[src/verilog/core_addr_pkg.sv]
package core_addr_pkg;

  // Data-space map of the special registers.
  localparam logic [4:0] ADDR_INDIRECT = 5'h00;
  localparam logic [4:0] ADDR_TIMER = 5'h01;
  localparam logic [4:0] ADDR_PC_LOW = 5'h02;
  localparam logic [4:0] ADDR_FLAGS = 5'h03;
  localparam logic [4:0] ADDR_POINTER = 5'h04;
  localparam logic [4:0] ADDR_PORT_A = 5'h05;
  localparam logic [4:0] ADDR_PORT_B = 5'h06;
  localparam logic [4:0] ADDR_RAM_BASE = 5'h07;

  // Sizes of the data space and its general RAM.
  localparam int DATA_SPACE_BYTES = 32;
  localparam int RAM_BYTES = 25;
  localparam int RAM_AW = 5;

  // Program store geometry.
  localparam int PC_W_LARGE = 10;
  localparam int PC_W_SMALL = 9;
  localparam int INSTR_W = 12;
  localparam int STACK_DEPTH = 2;

  // Flags register field positions.
  localparam int FLAG_C = 0;
  localparam int FLAG_DC = 1;
  localparam int FLAG_Z = 2;
  localparam int FLAG_PD = 3;
  localparam int FLAG_TO = 4;
  localparam int FLAG_PAGE = 5;

  // Reset values.
  localparam logic [7:0] DIR_RESET = 8'hFF;
  localparam logic [7:0] OPTION_RESET = 8'h3F;
  localparam logic [7:0] TIMER_RESET = 8'h00;
  localparam logic [7:0] PORT_RESET = 8'h00;
  localparam logic [4:0] POINTER_RESET = 5'h00;
  localparam logic [2:0] POINTER_HI_READ = 3'h7;
  localparam logic [3:0] PORT_A_HI_READ = 4'h0;
  localparam logic [1:0] FLAGS_HI_READ = 2'h0;
  localparam logic [7:0] INDIRECT_SELF_READ = 8'h00;

  // Program-counter commands from the fetch/execute pipeline.
  typedef enum logic [2:0] {
    PC_HOLD = 3'b000,
    PC_STEP = 3'b001,
    PC_GOTO = 3'b010,
    PC_CALL = 3'b011,
    PC_RET = 3'b100
  } pc_cmd_t;

  // One data-space access from the execute stage.
  typedef struct packed {
    logic rd;
    logic wr;
    logic [4:0] addr;
    logic [7:0] wdata;
  } data_req_t;

  // Arithmetic flag results; each write enable marks a flag the ALU owns.
  typedef struct packed {
    logic upd_z;
    logic upd_dc;
    logic upd_c;
    logic z;
    logic dc;
    logic c;
  } alu_flags_t;

endpackage

[src/verilog/data_ram.sv]
`timescale 1ns/1ns
// General-purpose data RAM with a registered read port.
module data_ram #(
  parameter int AW = 5,
  parameter int DEPTH = 25
) (
  // Clock and reset.
  input wire logic core_clk_in,
  input wire logic rstn_in,
  // Write port.
  input wire logic we_in,
  input wire logic [AW-1:0] waddr_in,
  input wire logic [7:0] wdata_in,
  // Read port.
  input wire logic [AW-1:0] raddr_in,
  output logic [7:0] rdata_out
);

  logic [7:0] mem [DEPTH];

  // The array carries no reset, so RAM powers up with unknown contents.
  always_ff @(posedge core_clk_in) begin
    if (we_in && (int'(waddr_in) < DEPTH)) begin // Int compare: a full power-of-two depth stays whole.
      mem[waddr_in] <= wdata_in;
    end
  end

  // Registered read keeps the data output on a flip-flop.
  always_ff @(posedge core_clk_in or negedge rstn_in) begin
    if (!rstn_in) begin
      rdata_out <= 8'h00;
    end else if (int'(raddr_in) < DEPTH) begin
      rdata_out <= mem[raddr_in];
    end else begin
      rdata_out <= 8'h00;
    end
  end

endmodule // data_ram

[src/verilog/pc_stack_data_addressing.sv]
`timescale 1ns/1ns
// Operation
// - Program store read-only, up to 1K 12-bit words.
// - Counter steps sequentially, wraps past top to zero.
// - Reset loads top address, the reset vector.
// - 32-byte map: 25 RAM plus seven specials.
// - Indirect location accesses address held in pointer.
// - Indirect access through itself reads 00H.
// - Pointer uses five bits; upper three read ones.
// - Timer count register mapped, cleared at reset.
// - Counter 10 or 9 bits; low byte mapped.
// - Calls and low-byte writes clear bit 8.
// - Goto takes bit 8 from instruction.
// - Page bit supplies top bit on large variant.
// - Two-entry return stack, counter-width entries.
// - Calls push, returns pop; oldest lost on overflow.
// - Extra pops repeat second level, which stays.
// - Stack reachable only through call and return.
// - Direction registers reset to all ones, unmapped.
// - Config register resets to 0011 1111.
// - Unimplemented flag and port A bits read zero.
// - Warm reset keeps timer, ports, pointer; low byte ones.
// - Any ALU flag update blocks writes to Z, DC and C; TO, PD read-only.
module pc_stack_data_addressing #(
  parameter bit LARGE = 1'b1
) (
  // Clock and reset.
  input wire logic core_clk_in,
  input wire logic rstn_in,
  input wire logic warm_reset_in,
  // Program-counter control from the pipeline.
  input wire core_addr_pkg::pc_cmd_t pc_cmd_in,
  input wire logic [8:0] branch_lit_in,
  output logic [core_addr_pkg::PC_W_LARGE-1:0] prog_addr_out,
  // Data-space access.
  input wire core_addr_pkg::data_req_t data_req_in,
  input wire core_addr_pkg::alu_flags_t alu_flags_in,
  output logic [7:0] rdata_out,
  // Status inputs owned by the watchdog and sleep logic.
  input wire logic timeout_flag_in,
  input wire logic powerdown_flag_in,
  // Timer and unmapped configuration writes.
  input wire logic timer_tick_in,
  input wire logic pin_direction_a_wr_in,
  input wire logic pin_direction_b_wr_in,
  input wire logic option_wr_in,
  input wire logic [7:0] cfg_wdata_in,
  // Register contents towards the peripherals.
  output logic [7:0] timer_count_out,
  output logic [3:0] port_a_data_out,
  output logic [7:0] port_b_data_out,
  output logic [7:0] pin_direction_a_out,
  output logic [7:0] pin_direction_b_out,
  output logic [7:0] timer_prescale_config_out
);

  localparam int PC_W = LARGE ? core_addr_pkg::PC_W_LARGE : core_addr_pkg::PC_W_SMALL;
  localparam logic [PC_W-1:0] PC_TOP = {PC_W{1'b1}};

  logic [PC_W-1:0] pc_r;
  logic [PC_W-1:0] pc_nxt;
  logic [PC_W-1:0] stack1_r;
  logic [PC_W-1:0] stack2_r;
  logic page_r;
  logic zero_r;
  logic half_carry_r;
  logic carry_r;
  logic [4:0] pointer_r;
  logic [7:0] timer_count_r;
  logic [3:0] port_a_r;
  logic [7:0] port_b_r;
  logic [7:0] dir_a_r;
  logic [7:0] dir_b_r;
  logic [7:0] option_r;
  logic [7:0] sfr_q_r;
  logic ram_sel_r;
  logic [7:0] ram_q;
  logic [4:0] eff_addr;
  logic self_ref;
  logic wr_ok;
  logic pc_low_wr;
  logic flag_wr;
  logic [9:0] tgt;

  // Does an address hit general RAM rather than a special register?
  function automatic logic is_ram(input logic [4:0] a);
    return a >= core_addr_pkg::ADDR_RAM_BASE;
  endfunction

  // Write strobe for one special register.
  function automatic logic hit(input logic [4:0] a, input logic [4:0] reg_a);
    return wr_ok && (a == reg_a);
  endfunction

  // The indirect location has no storage; it redirects to the pointer.
  always_comb begin
    if (data_req_in.addr == core_addr_pkg::ADDR_INDIRECT) begin
      eff_addr = pointer_r;
    end else begin
      eff_addr = data_req_in.addr;
    end
    self_ref = (eff_addr == core_addr_pkg::ADDR_INDIRECT);
    wr_ok = data_req_in.wr && !self_ref;
    pc_low_wr = hit(eff_addr, core_addr_pkg::ADDR_PC_LOW);
    flag_wr = hit(eff_addr, core_addr_pkg::ADDR_FLAGS) &&
      !(alu_flags_in.upd_z || alu_flags_in.upd_dc || alu_flags_in.upd_c);
  end

  // Branch targets; the page bit only feeds them on the large variant.
  always_comb begin
    tgt = {LARGE & page_r, 9'h000};
    pc_nxt = pc_r;
    if (pc_low_wr) begin
      tgt[8:0] = {1'b0, data_req_in.wdata};
      pc_nxt = tgt[PC_W-1:0];
    end else begin
      case (pc_cmd_in)
        core_addr_pkg::PC_STEP: pc_nxt = pc_r + 1'b1;
        core_addr_pkg::PC_GOTO: begin
          tgt[8:0] = branch_lit_in;
          pc_nxt = tgt[PC_W-1:0];
        end
        core_addr_pkg::PC_CALL: begin
          tgt[8:0] = {1'b0, branch_lit_in[7:0]};
          pc_nxt = tgt[PC_W-1:0];
        end
        core_addr_pkg::PC_RET: pc_nxt = stack1_r;
        core_addr_pkg::PC_HOLD: pc_nxt = pc_r;
        default: pc_nxt = pc_r;
      endcase
    end
  end

  // Program counter; both resets restart at the top word.
  always_ff @(posedge core_clk_in or negedge rstn_in) begin
    if (!rstn_in) begin
      pc_r <= PC_TOP;
    end else if (warm_reset_in) begin
      pc_r <= PC_TOP;
    end else begin
      pc_r <= pc_nxt;
    end
  end

  // The program store is read-only; only its address leaves here.
  always_comb begin
    prog_addr_out = '0;
    prog_addr_out[PC_W-1:0] = pc_r;
  end

  // Return stack: no data-space path reaches these registers.
  always_ff @(posedge core_clk_in or negedge rstn_in) begin
    if (!rstn_in) begin
      stack1_r <= '0;
      stack2_r <= '0;
    end else if (!warm_reset_in && !pc_low_wr) begin
      if (pc_cmd_in == core_addr_pkg::PC_CALL) begin
        stack2_r <= stack1_r;
        stack1_r <= pc_r;
      end else if (pc_cmd_in == core_addr_pkg::PC_RET) begin
        stack1_r <= stack2_r;
      end
    end
  end

  // Flags: any ALU flag update blocks the data write to all three; TO and PD are inputs.
  always_ff @(posedge core_clk_in or negedge rstn_in) begin
    if (!rstn_in) begin
      page_r <= 1'b0;
      zero_r <= 1'b0;
      half_carry_r <= 1'b0;
      carry_r <= 1'b0;
    end else if (warm_reset_in) begin
      page_r <= 1'b0;
    end else begin
      if (hit(eff_addr, core_addr_pkg::ADDR_FLAGS)) begin
        page_r <= data_req_in.wdata[core_addr_pkg::FLAG_PAGE];
      end
      if (alu_flags_in.upd_z) begin
        zero_r <= alu_flags_in.z;
      end else if (flag_wr) begin
        zero_r <= data_req_in.wdata[core_addr_pkg::FLAG_Z];
      end
      if (alu_flags_in.upd_dc) begin
        half_carry_r <= alu_flags_in.dc;
      end else if (flag_wr) begin
        half_carry_r <= data_req_in.wdata[core_addr_pkg::FLAG_DC];
      end
      if (alu_flags_in.upd_c) begin
        carry_r <= alu_flags_in.c;
      end else if (flag_wr) begin
        carry_r <= data_req_in.wdata[core_addr_pkg::FLAG_C];
      end
    end
  end

  // Pointer keeps its value across a warm reset.
  always_ff @(posedge core_clk_in or negedge rstn_in) begin
    if (!rstn_in) begin
      pointer_r <= core_addr_pkg::POINTER_RESET;
    end else if (!warm_reset_in && hit(eff_addr, core_addr_pkg::ADDR_POINTER)) begin
      pointer_r <= data_req_in.wdata[4:0];
    end
  end

  // Timer count: a software write wins over a tick in the same cycle.
  always_ff @(posedge core_clk_in or negedge rstn_in) begin
    if (!rstn_in) begin
      timer_count_r <= core_addr_pkg::TIMER_RESET;
    end else if (warm_reset_in) begin
      timer_count_r <= timer_count_r;
    end else if (hit(eff_addr, core_addr_pkg::ADDR_TIMER)) begin
      timer_count_r <= data_req_in.wdata;
    end else if (timer_tick_in) begin
      timer_count_r <= timer_count_r + 8'h01;
    end
  end

  // Port data latches survive a warm reset.
  always_ff @(posedge core_clk_in or negedge rstn_in) begin
    if (!rstn_in) begin
      port_a_r <= core_addr_pkg::PORT_RESET[3:0];
      port_b_r <= core_addr_pkg::PORT_RESET;
    end else if (!warm_reset_in) begin
      if (hit(eff_addr, core_addr_pkg::ADDR_PORT_A)) begin
        port_a_r <= data_req_in.wdata[3:0];
      end
      if (hit(eff_addr, core_addr_pkg::ADDR_PORT_B)) begin
        port_b_r <= data_req_in.wdata;
      end
    end
  end

  // Unmapped direction and config registers; every reset restores them.
  always_ff @(posedge core_clk_in or negedge rstn_in) begin
    if (!rstn_in) begin
      dir_a_r <= core_addr_pkg::DIR_RESET;
      dir_b_r <= core_addr_pkg::DIR_RESET;
      option_r <= core_addr_pkg::OPTION_RESET;
    end else if (warm_reset_in) begin
      dir_a_r <= core_addr_pkg::DIR_RESET;
      dir_b_r <= core_addr_pkg::DIR_RESET;
      option_r <= core_addr_pkg::OPTION_RESET;
    end else begin
      if (pin_direction_a_wr_in) begin
        dir_a_r <= cfg_wdata_in;
      end
      if (pin_direction_b_wr_in) begin
        dir_b_r <= cfg_wdata_in;
      end
      if (option_wr_in) begin
        option_r <= cfg_wdata_in;
      end
    end
  end

  // Special-register read data, registered to line up with the RAM.
  always_ff @(posedge core_clk_in or negedge rstn_in) begin
    if (!rstn_in) begin
      sfr_q_r <= 8'h00;
      ram_sel_r <= 1'b0;
    end else begin
      ram_sel_r <= data_req_in.rd && is_ram(eff_addr);
      case (eff_addr)
        core_addr_pkg::ADDR_INDIRECT: sfr_q_r <= core_addr_pkg::INDIRECT_SELF_READ;
        core_addr_pkg::ADDR_TIMER: sfr_q_r <= timer_count_r;
        core_addr_pkg::ADDR_PC_LOW: sfr_q_r <= pc_r[7:0];
        core_addr_pkg::ADDR_FLAGS: sfr_q_r <= {core_addr_pkg::FLAGS_HI_READ, page_r,
          timeout_flag_in, powerdown_flag_in, zero_r, half_carry_r, carry_r};
        core_addr_pkg::ADDR_POINTER: sfr_q_r <= {core_addr_pkg::POINTER_HI_READ,
          pointer_r};
        core_addr_pkg::ADDR_PORT_A: sfr_q_r <= {core_addr_pkg::PORT_A_HI_READ,
          port_a_r};
        core_addr_pkg::ADDR_PORT_B: sfr_q_r <= port_b_r;
        default: sfr_q_r <= 8'h00;
      endcase
    end
  end

  // General RAM behind the specials; index is the data address.
  data_ram #(
    .AW(core_addr_pkg::RAM_AW),
    .DEPTH(core_addr_pkg::DATA_SPACE_BYTES)
  ) u_ram (
    .core_clk_in(core_clk_in),
    .rstn_in(rstn_in),
    .we_in(wr_ok && is_ram(eff_addr)),
    .waddr_in(eff_addr),
    .wdata_in(data_req_in.wdata),
    .raddr_in(eff_addr),
    .rdata_out(ram_q)
  );

  // Both read sources are flip-flops; this only picks between them.
  assign rdata_out = ram_sel_r ? ram_q : sfr_q_r;
  assign timer_count_out = timer_count_r;
  assign port_a_data_out = port_a_r;
  assign port_b_data_out = port_b_r;
  assign pin_direction_a_out = dir_a_r;
  assign pin_direction_b_out = dir_b_r;
  assign timer_prescale_config_out = option_r;

  logic plain_cycle;
  assign plain_cycle = !warm_reset_in && !pc_low_wr;
endmodule // pc_stack_data_addressing

[config.mk]
export PLATFORM = sky130hd
export DESIGN_NAME = pc_stack_data_addressing
export DESIGN_NICKNAME = d
export VERILOG_FILES = /design/src/verilog/core_addr_pkg.sv /design/src/verilog/data_ram.sv /design/src/verilog/pc_stack_data_addressing.sv
export SDC_FILE = /design/constraint.sdc
export NUM_CORES = 1
export LEC_CHECK = 0
export CAP_MARGIN = 20
export CORE_MARGIN = 1
export CORE_UTILIZATION = 57
export CTS_CLUSTER_SIZE = 10
export DETAILED_ROUTE_END_ITERATION = 6
export DONT_BUFFER_PORTS = 1
export PLACE_DENSITY = 0.85
export SLEW_MARGIN = 0
export SYNTH_ARGS = -nofsm -noshare
export SYNTH_HDL_FRONTEND = slang
export SYNTH_HIERARCHICAL = 1
export SYNTH_SLANG_ARGS = --single-unit
[constraint.sdc]
create_clock -name core_clk_in -period 2.6 [get_ports core_clk_in]
set_clock_uncertainty 0.15 [all_clocks]
set_input_delay 0.13 -clock core_clk_in [delete_from_list [all_inputs] [get_ports core_clk_in]]
set_output_delay 0.13 -clock core_clk_in [all_outputs]
set_load 0.05 [all_outputs]
==> metrics.md, run 1 <==
| Metric | Value |
|---|---|
| Outcome | finished, violations left |
| Violated checks | setup timing |
| Crit share post-route | 101% |
| Avg Cell Area, Syn | 17.2 µm² |
| Net Sw Power | 3.72 mW |
| Area of the multi-input gates | 0.00474 mm² |
| Clock power frac | 37.8% |
| Max Clk Rate | 0.382 GHz |
| Post-DR vias/cell | 6.82 |
| Sink Count | 356 |
| Required @ worst endpoint | 2850 ps |
| First-pass GRT wire length | 59500 µm |
| CP arrival | 2870 ps |
| Worst slew pin tran | 872 ps |
| ANT nets after route | 0 |
| Die span in y | 165 µm |
| Maximum VDD drop | 0.636 mV |
| CORE AREA | 0.0261 mm² |
| Most frequent cells after synthesis | edfxtp_1 (256), mux4_2 (80), dfrtp_1 (68), nor2_1 (59), mux2_2 (56) |
| Number of DRC markers in iteration 0 | 1277 |
| Share of flip-flops with an asynchronous set or reset | 28.1% |
| Mapped cell area | 0.0152 mm² |
| Vias in the first global route | 9378 |
| Reg clk slew, reported paths | 60 ps |
| Yosys warns | 6 |
| Hold Crit Class | in2reg |
| Relative slew slack | 41.7% |
| Part of the Yosys area used for sequential elements | 67.5% |
| Initial antenna violation count | 0 |
| GP Congestion | 0.857 |
| Comb pwr share | 12.2% |
| Starting Density | 58.2% |
| Top-count cell post-synth | edfxtp_1 |
| Setup CP Type | in2reg |
| Top cell type's share of synthesized area | 50.7% |
| Final worst slack | -20.5 ps |
| Final Net Count | 1063 |
| CTS tree | done |
| Port bufs | 0 |
| Pre-CTS setup slack | -26.1 ps |
| Sw Ratio | 26.6% |
| Via count | 9399 |
| Setup-failing EPs final | 1 |
| H-tree Lvls | 2 |
| First-pass detailed-route iteration total | 5 |
| Hold Worst Slack | 17.7 ps |
| Inserted Diodes | 0 |
| Post-synth top area cell | edfxtp_1 |
| Top cells by area, synth | edfxtp_1 (51%), mux4_2 (12%), dfrtp_1 (11%), dfstp_2 (5.5%), mux2_2 (4.2%) |
| Hpwl dp | 22500 µm |
| Sequential power share | 50.0% |
| Max Slew Vio Count | 0 |
| Filler instances | 1536 |
| DR WL/cell | 29.4 µm |
| Area Growth Syn to Fin | 19.0% |
| Post-synth net total | 934 |
| Cell variety after synth | 63 |
| Drt drc | 0 |
| Routed wire length | 40500 µm |
| Die width | 165 µm |
| Die Area | 0.0272 mm² |
| Total CTS buffers | 42 |
| Worst skew pair latency | 540 ps |
| Clock Path Buffers | 3 |
| Top_reg_cell synth | edfxtp_1 |
| Gr usage total | 30.7% |
| P_leak | 6.52 nW |
| Worst Setup End Kind | register |
| Post-synth EDFFs | 256 |
| CP Max Fanout | 22 |
| Gate Count Post-Synth | 882 |
| IO Pins | 112 |
| Pwr/cell area | 774 mW/mm² |
| Pin count of the biggest net entering global routing | 101 |
| Int Power | 10.2 mW |
| Total grt overflow | 0 |
| Max cap viols | 0 |
| Root Driver | clkbuf_16 |
| Final hold vios | 0 |
| Yosys reg bits | 356 |
| Layout cells sized above 1 | 31.8% |
| Rows | 59 |
| Final min period | 2620 ps |
| Startpoint Class | primary input |
| FF+latch area | 0.0102 mm² |
==> worst max-delay path: stages <==
cell and delay [ps]:
dlygate4sd3_1 860, nand2b_1 370, a2111oi_0 500, buf_4 210
nand3_1 150, nor2_4 280, mux2_2 380
==> stage by stage <==
stage | instance area, µm² | setup TNS (ps) | utilization [%] | total power [mW] | cells
after global routing | 18000 | -121 | 69.2 | 14.3 | 1379
final | 18000 | -20.5 | 69.2 | 14.0 | 1379
after detailed placement | 16000 | -26.1 | 61.4 | 8.46 | 1233
after CTS | 18000 | 0 | 69.0 | 13.9 | 1377
after floorplan | 15200 | 0 | - | 8.07 | 882
after global placement | 16000 | 0 | 61.4 | 8.40 | 1233
==> sequential cells by signal, summed over array words and instances (netlist names), 8 cells and up <==
name                       flops
stack2_r                      10
u_ram/rdata_out                8
port_b_data_out                8
stack1_r                      10
pin_direction_b_out            8
u_ram/mem                    256
pin_direction_a_out            8
timer_prescale_config_out      8
prog_addr_out                 10
sfr_q_r                        8
timer_count_out                8
==> final timing paths <==
kind,from,endpoint,slack (ps),cells after the start
setup / recovery,warm_reset_in,port_b_data_out[7],-20,7
hold / removal,pc_cmd_in[0],stack1_r[3],20,4
setup reg to reg,pointer_r[4],port_b_data_out[7],70,6
hold reg to reg,stack2_r[1],stack2_r[1],350,1
max in group asynchronous,rstn_in,pointer_r[0],1800,2
min in group asynchronous,rstn_in,sfr_q_r[2],60,2
==> kinds of logic after synthesis <==
kind of cell	synth area share [%]
DFF	67.5
AOI/OAI and AO/OA	4.56
xor gates and xnor gates	0.289
and+or+nand+nor	5.92
buffers and inverters	1.83
muxes	19.8
adders and majority gates	0.165
==> placed cells by master (no fill, tap or decap), drive strengths merged, types with 5 or more instances in the layout <==
master / instances
a31oi: 6
nand2: 36
buf: 77
nand2b: 6
nor2b: 6
nor4: 7
clkbuf: 73
and3: 5
inv: 11
mux2: 67
o21ai: 16
dlygate4sd3: 58
o31ai: 5
dfrtp: 68
dfstp: 32
nor3: 5
a22oi: 10
mux2i: 40
o21a: 6
nand3b: 5
a2bb2oi: 9
edfxtp: 256
a21oi: 13
mux4: 80
or3: 5
nor2: 60
nand3: 23
==> what timing repair did <==
item | 4_1_cts | 5_1_grt
gates resized for setup | 1 | 9
endpoints found under the setup margin | 1 | 114
endpoints found under the hold margin | 446 | 0
setup buffers | 0 | 1
hold buffers | 67 | 0
gates cloned | 0 | 1
pin swaps | 0 | 0
==> layer usage <==
layer,wire [µm],GRT usage [%],part of all wire (%)
met5,0,0,0
met4,1770,11.9,4.4
met3,4370,7.57,11
met2,19600,48.4,48
met1,14800,41.4,37
==> cell type report <==
cell class	count	share of cell area, %
sequential	356	56.7
inverter	9	0.222
tap	335	2.32
clock buffer	72	6.45
clock inverter	5	0.264
timing repair buffer	136	7.77
multi-input combinational	466	26.3
==> power groups by stage <==
stage          registers (mW)  clock network [mW]  logic (mW)
6_report                 6.99                5.27        1.70
2_1_floorplan            7.12                   0       0.949
5_1_grt                  7.02                5.54        1.80
3_5_place_dp             7.07                   0        1.39
3_3_place_gp             7.06                   0        1.34
4_1_cts                  6.97                5.28        1.65
(Power assumes the default switching activity.)
==> run 2, diff against run 1 <==
CORE_MARGIN = not set   (was 1)
PLACE_DENSITY = not set   (was 0.85)
PLACE_DENSITY_LB_ADDON = 0.08   (was not set)
SETUP_SLACK_MARGIN = 0.3   (was not set)
==> run 2 against run 1 <==
The run ends with hold timing left; first-iteration DRC count is 41% lower; setup slack better by 96 ps; critical path type is now reg2reg; combinational power about the same; critical endpoint is now u_ram/rdata_out[5]; die area unchanged; non-clock buffer count grew 24.
==> metrics.md, run 2 (synthesis gave the netlist of run 1 again) <==
| Metric | Value |
|---|---|
| Outcome | finished, violations left (unchanged) |
| Violated checks | hold timing (was setup timing) |
| Number of DRC markers in iteration 0 | 752 (was 1277) |
| Required @ worst endpoint | 2860 ps (was 2850 ps) |
| CP arrival | 2780 ps (was 2870 ps) |
| Critical-path cell list | a31oi_4 > inv_8 > bufbuf_16 > mux4_2 > mux4_2 > mux2_2 (was dlygate4sd3_1 > nand2b_1 > a2111oi_0 > buf_4 > nand3_1 > nor2_4 > mux2_2) |
| Layout cells sized above 1 | 33.9% (was 31.8%) |
| Drt drc | 0 (unchanged) |
| Commonest non-fill, non-tap cell in the layout | edfxtp_1 (unchanged) |
| Maximum VDD drop | 0.619 mV (was 0.636 mV) |
| Final worst slack | 75.7 ps (was -20.5 ps) |
| Pwr/cell area | 753 mW/mm² (was 774 mW/mm²) |
| Worst skew pair latency | 520 ps (was 540 ps) |
| Top reg by flops | u_ram/mem (unchanged) |
| Worst Setup End Kind | register (unchanged) |
| Max FFs per register | 256 (unchanged) |
| Final cell count without fillers | 1402 (was 1379) |
| Worst path top cell family by delay | multiplexers (was buffers and inverters) |
| Worst r2r dst | u_ram/rdata_out[5] (was port_b_data_out[7]) |
| Post-placement cell count | 1245 (was 1233) |
| Max Clk Rate | 0.396 GHz (was 0.382 GHz) |
| Commonest non-fill, non-tap cells in the layout | edfxtp_1 (256), mux4_2 (80), dfrtp_1 (68), buf_4 (58), mux2_2 (56) (was edfxtp_1 (256), mux4_2 (80), dfrtp_1 (68), buf_4 (59), dlygate4sd3_1 (58)) |
| Port bufs | 0 (unchanged) |
| Area Growth Syn to Fin | 21.8% (was 19.0%) |
| Die span in y | 165 µm (unchanged) |
| Rows | 59 (unchanged) |
| RR Startpoint | pointer_r[0] (was pointer_r[4]) |
| Hold Worst Slack | -841 ps (was 17.7 ps) |
| Setup-failing EPs final | 0 (was 1) |
| IO Pins | 112 (unchanged) |
| Setup CP Type | reg2reg (was in2reg) |
| Die width | 165 µm (unchanged) |
| Pin count of the biggest net entering global routing | 101 (unchanged) |
| Final hold vios | 100 (was 0) |
| Total CTS buffers | 41 (was 42) |
| CP max stage delay | 510 ps (was 860 ps) |
| Reg2Reg Depth | 6 (unchanged) |
| Clock Path Buffers | 3 (unchanged) |
| Design Area, Final | 0.0185 mm² (was 0.0180 mm²) |
| Vias in the first global route | 9141 (was 9378) |
| Worst Path Buf+Inv | 2 (unchanged) |
| RSZ-0062 raised after global routing | true |
| Final Net Count | 1086 (was 1063) |
| GR met3 Demand/Resource | 7.09% (was 7.57%) |
| Max Slew Vio Count | 0 (unchanged) |
| Crit path top cell by count | mux4_2 |
| First-pass GRT wire length | 55700 µm (was 59500 µm) |
| Hpwl dp | 22800 µm (was 22500 µm) |
| DR WL/cell | 26.6 µm (was 29.4 µm) |
| Initial antenna violation count | 1 (was 0) |
| CP Max Fanout | 10 (was 22) |
| R2r setup slk | 80 ps (was 70 ps) |
| Worst slew pin tran | 889 ps (was 872 ps) |
| Global routing's busiest layer | met2 (unchanged) |
| Starting Density | 58.2% (unchanged) |
| P_leak | 6.74 nW (was 6.52 nW) |
| Overall Power | 13.9 mW (was 14.0 mW) |
| Routed wire length | 37400 µm (was 40500 µm) |
| Relative slew slack | 40.7% (was 41.7%) |
| Dpl cell area | 0.0161 mm² (was 0.0160 mm²) |
| Startpoint Class | register (was primary input) |
| Root Driver | clkbuf_16 (unchanged) |
| First-pass detailed-route iteration total | 7 (was 5) |
| Post-CTS Hold Fix Bufs | 65 (was 67) |
| Hold Crit Class | in2async (was in2reg) |
| Max cap viols | 0 (unchanged) |
| Die Area | 0.0272 mm² (unchanged) |
| Met2 Use GR | 45.5% (was 48.4%) |
| Total grt overflow | 0 (unchanged) |
| Pre-CTS setup slack | -17.1 ps (was -26.1 ps) |
| ANT nets after route | 0 (unchanged) |
| Met1 GRT Util | 39.2% (was 41.4%) |
| H-tree Lvls | 2 (unchanged) |
| GP Congestion | 0.917 (was 0.857) |
| Gr usage total | 28.3% (was 30.7%) |
| Reg clk slew, reported paths | 50 ps (was 60 ps) |
| Crit path max-delay cell type | mux4_2 (was dlygate4sd3_1) |
| Via count | 8891 (was 9399) |
| Crit share post-route | 97.1% (was 101%) |
| Sink Count | 356 (unchanged) |
| CTS tree | done (unchanged) |
| Final min period | 2520 ps (was 2620 ps) |
| Post-DR vias/cell | 6.34 (was 6.82) |
| CORE AREA | 0.0261 mm² (unchanged) |
-- run 2: changes by cell type in the layout (fill, tap and decap cells not counted), sizes merged --
| cell | previous run | this run |
|---|---|---|
| buf | 77 | 101 |
| bufbuf | 0 | 1 |
| clkbuf | 73 | 75 |
| clkinv | 3 | 0 |
| diode | 0 | 1 |
| dlygate4sd3 | 58 | 54 |
| dlymetal6s4s | 0 | 3 |
| inv | 11 | 10 |
-- run 2: worst max-delay path by stage --
stage,slack [ps],cells past startpoint,startpoint,to
floorplan,60,7,pointer_r[0],u_ram/rdata_out[0]
global placement,10,7,data_req_in[9],u_ram/rdata_out[3]
detailed placement,-20,7,data_req_in[9],u_ram/rdata_out[7]
finish,80,6,pointer_r[0],u_ram/rdata_out[5]
CTS,60,6,pointer_r[0],u_ram/rdata_out[3]
global route,20,6,pointer_r[0],u_ram/rdata_out[5]
-- run 2: timing repair --
| item | CTS | global route |
|---|---|---|
| endpoints found under the hold margin | 447 | 100 |
| setup buffers | 13 | 1 |
| resized for setup | 18 | 30 |
| setup endpoints to repair | 212 | 327 |
| pin swaps | 7 | 1 |
| cloned | 1 | 1 |
-- run 2: worst reg2reg max path, cell delays in order (launching register included) --
cell and delay (ps):
dfrtp_1 390, a31oi_4 130, inv_8 140, bufbuf_16 320
mux4_2 510, mux4_2 500, mux2_2 280
-- run 2: power by group --
group	switching [mW]	internal (mW)	leakage (nW)
Sequential	0.531	6.43	3.51
Combinational	0.893	0.812	2.65
Clock	2.13	3.10	0.577
Total	3.55	10.3	6.74
-- run 2: through the flow --
step | setup TNS, ps | utilization [%]
CTS | 0 | 70.3
global route | 0 | 70.9
detailed placement | -25.6 | 61.9
floorplan | 0 | -
global placement | 0 | 61.9
finish | 0 | 70.9
-- run 2: layout make-up --
type / instances / area, µm²
Fill cell: 1617 / 7590
Multi-Input combinational cell: 466 / 4800
Inverter: 9 / 43.8
Tap cell: 335 / 419
Timing Repair Buffer: 160 / 1760
Antenna cell: 1 / 2.50
Sequential cell: 356 / 10200
Clock buffer: 74 / 1200
Clock inverter: 1 / 8.76
-- run 2: routing by layer --
| layer | wire (µm) | vias up |
|---|---|---|
| met5 | 0 | - |
| met4 | 763 | 0 |
| met3 | 3330 | 67 |
| met2 | 17900 | 400 |
| met1 | 15300 | 4616 |
| li1 | - | 3808 |
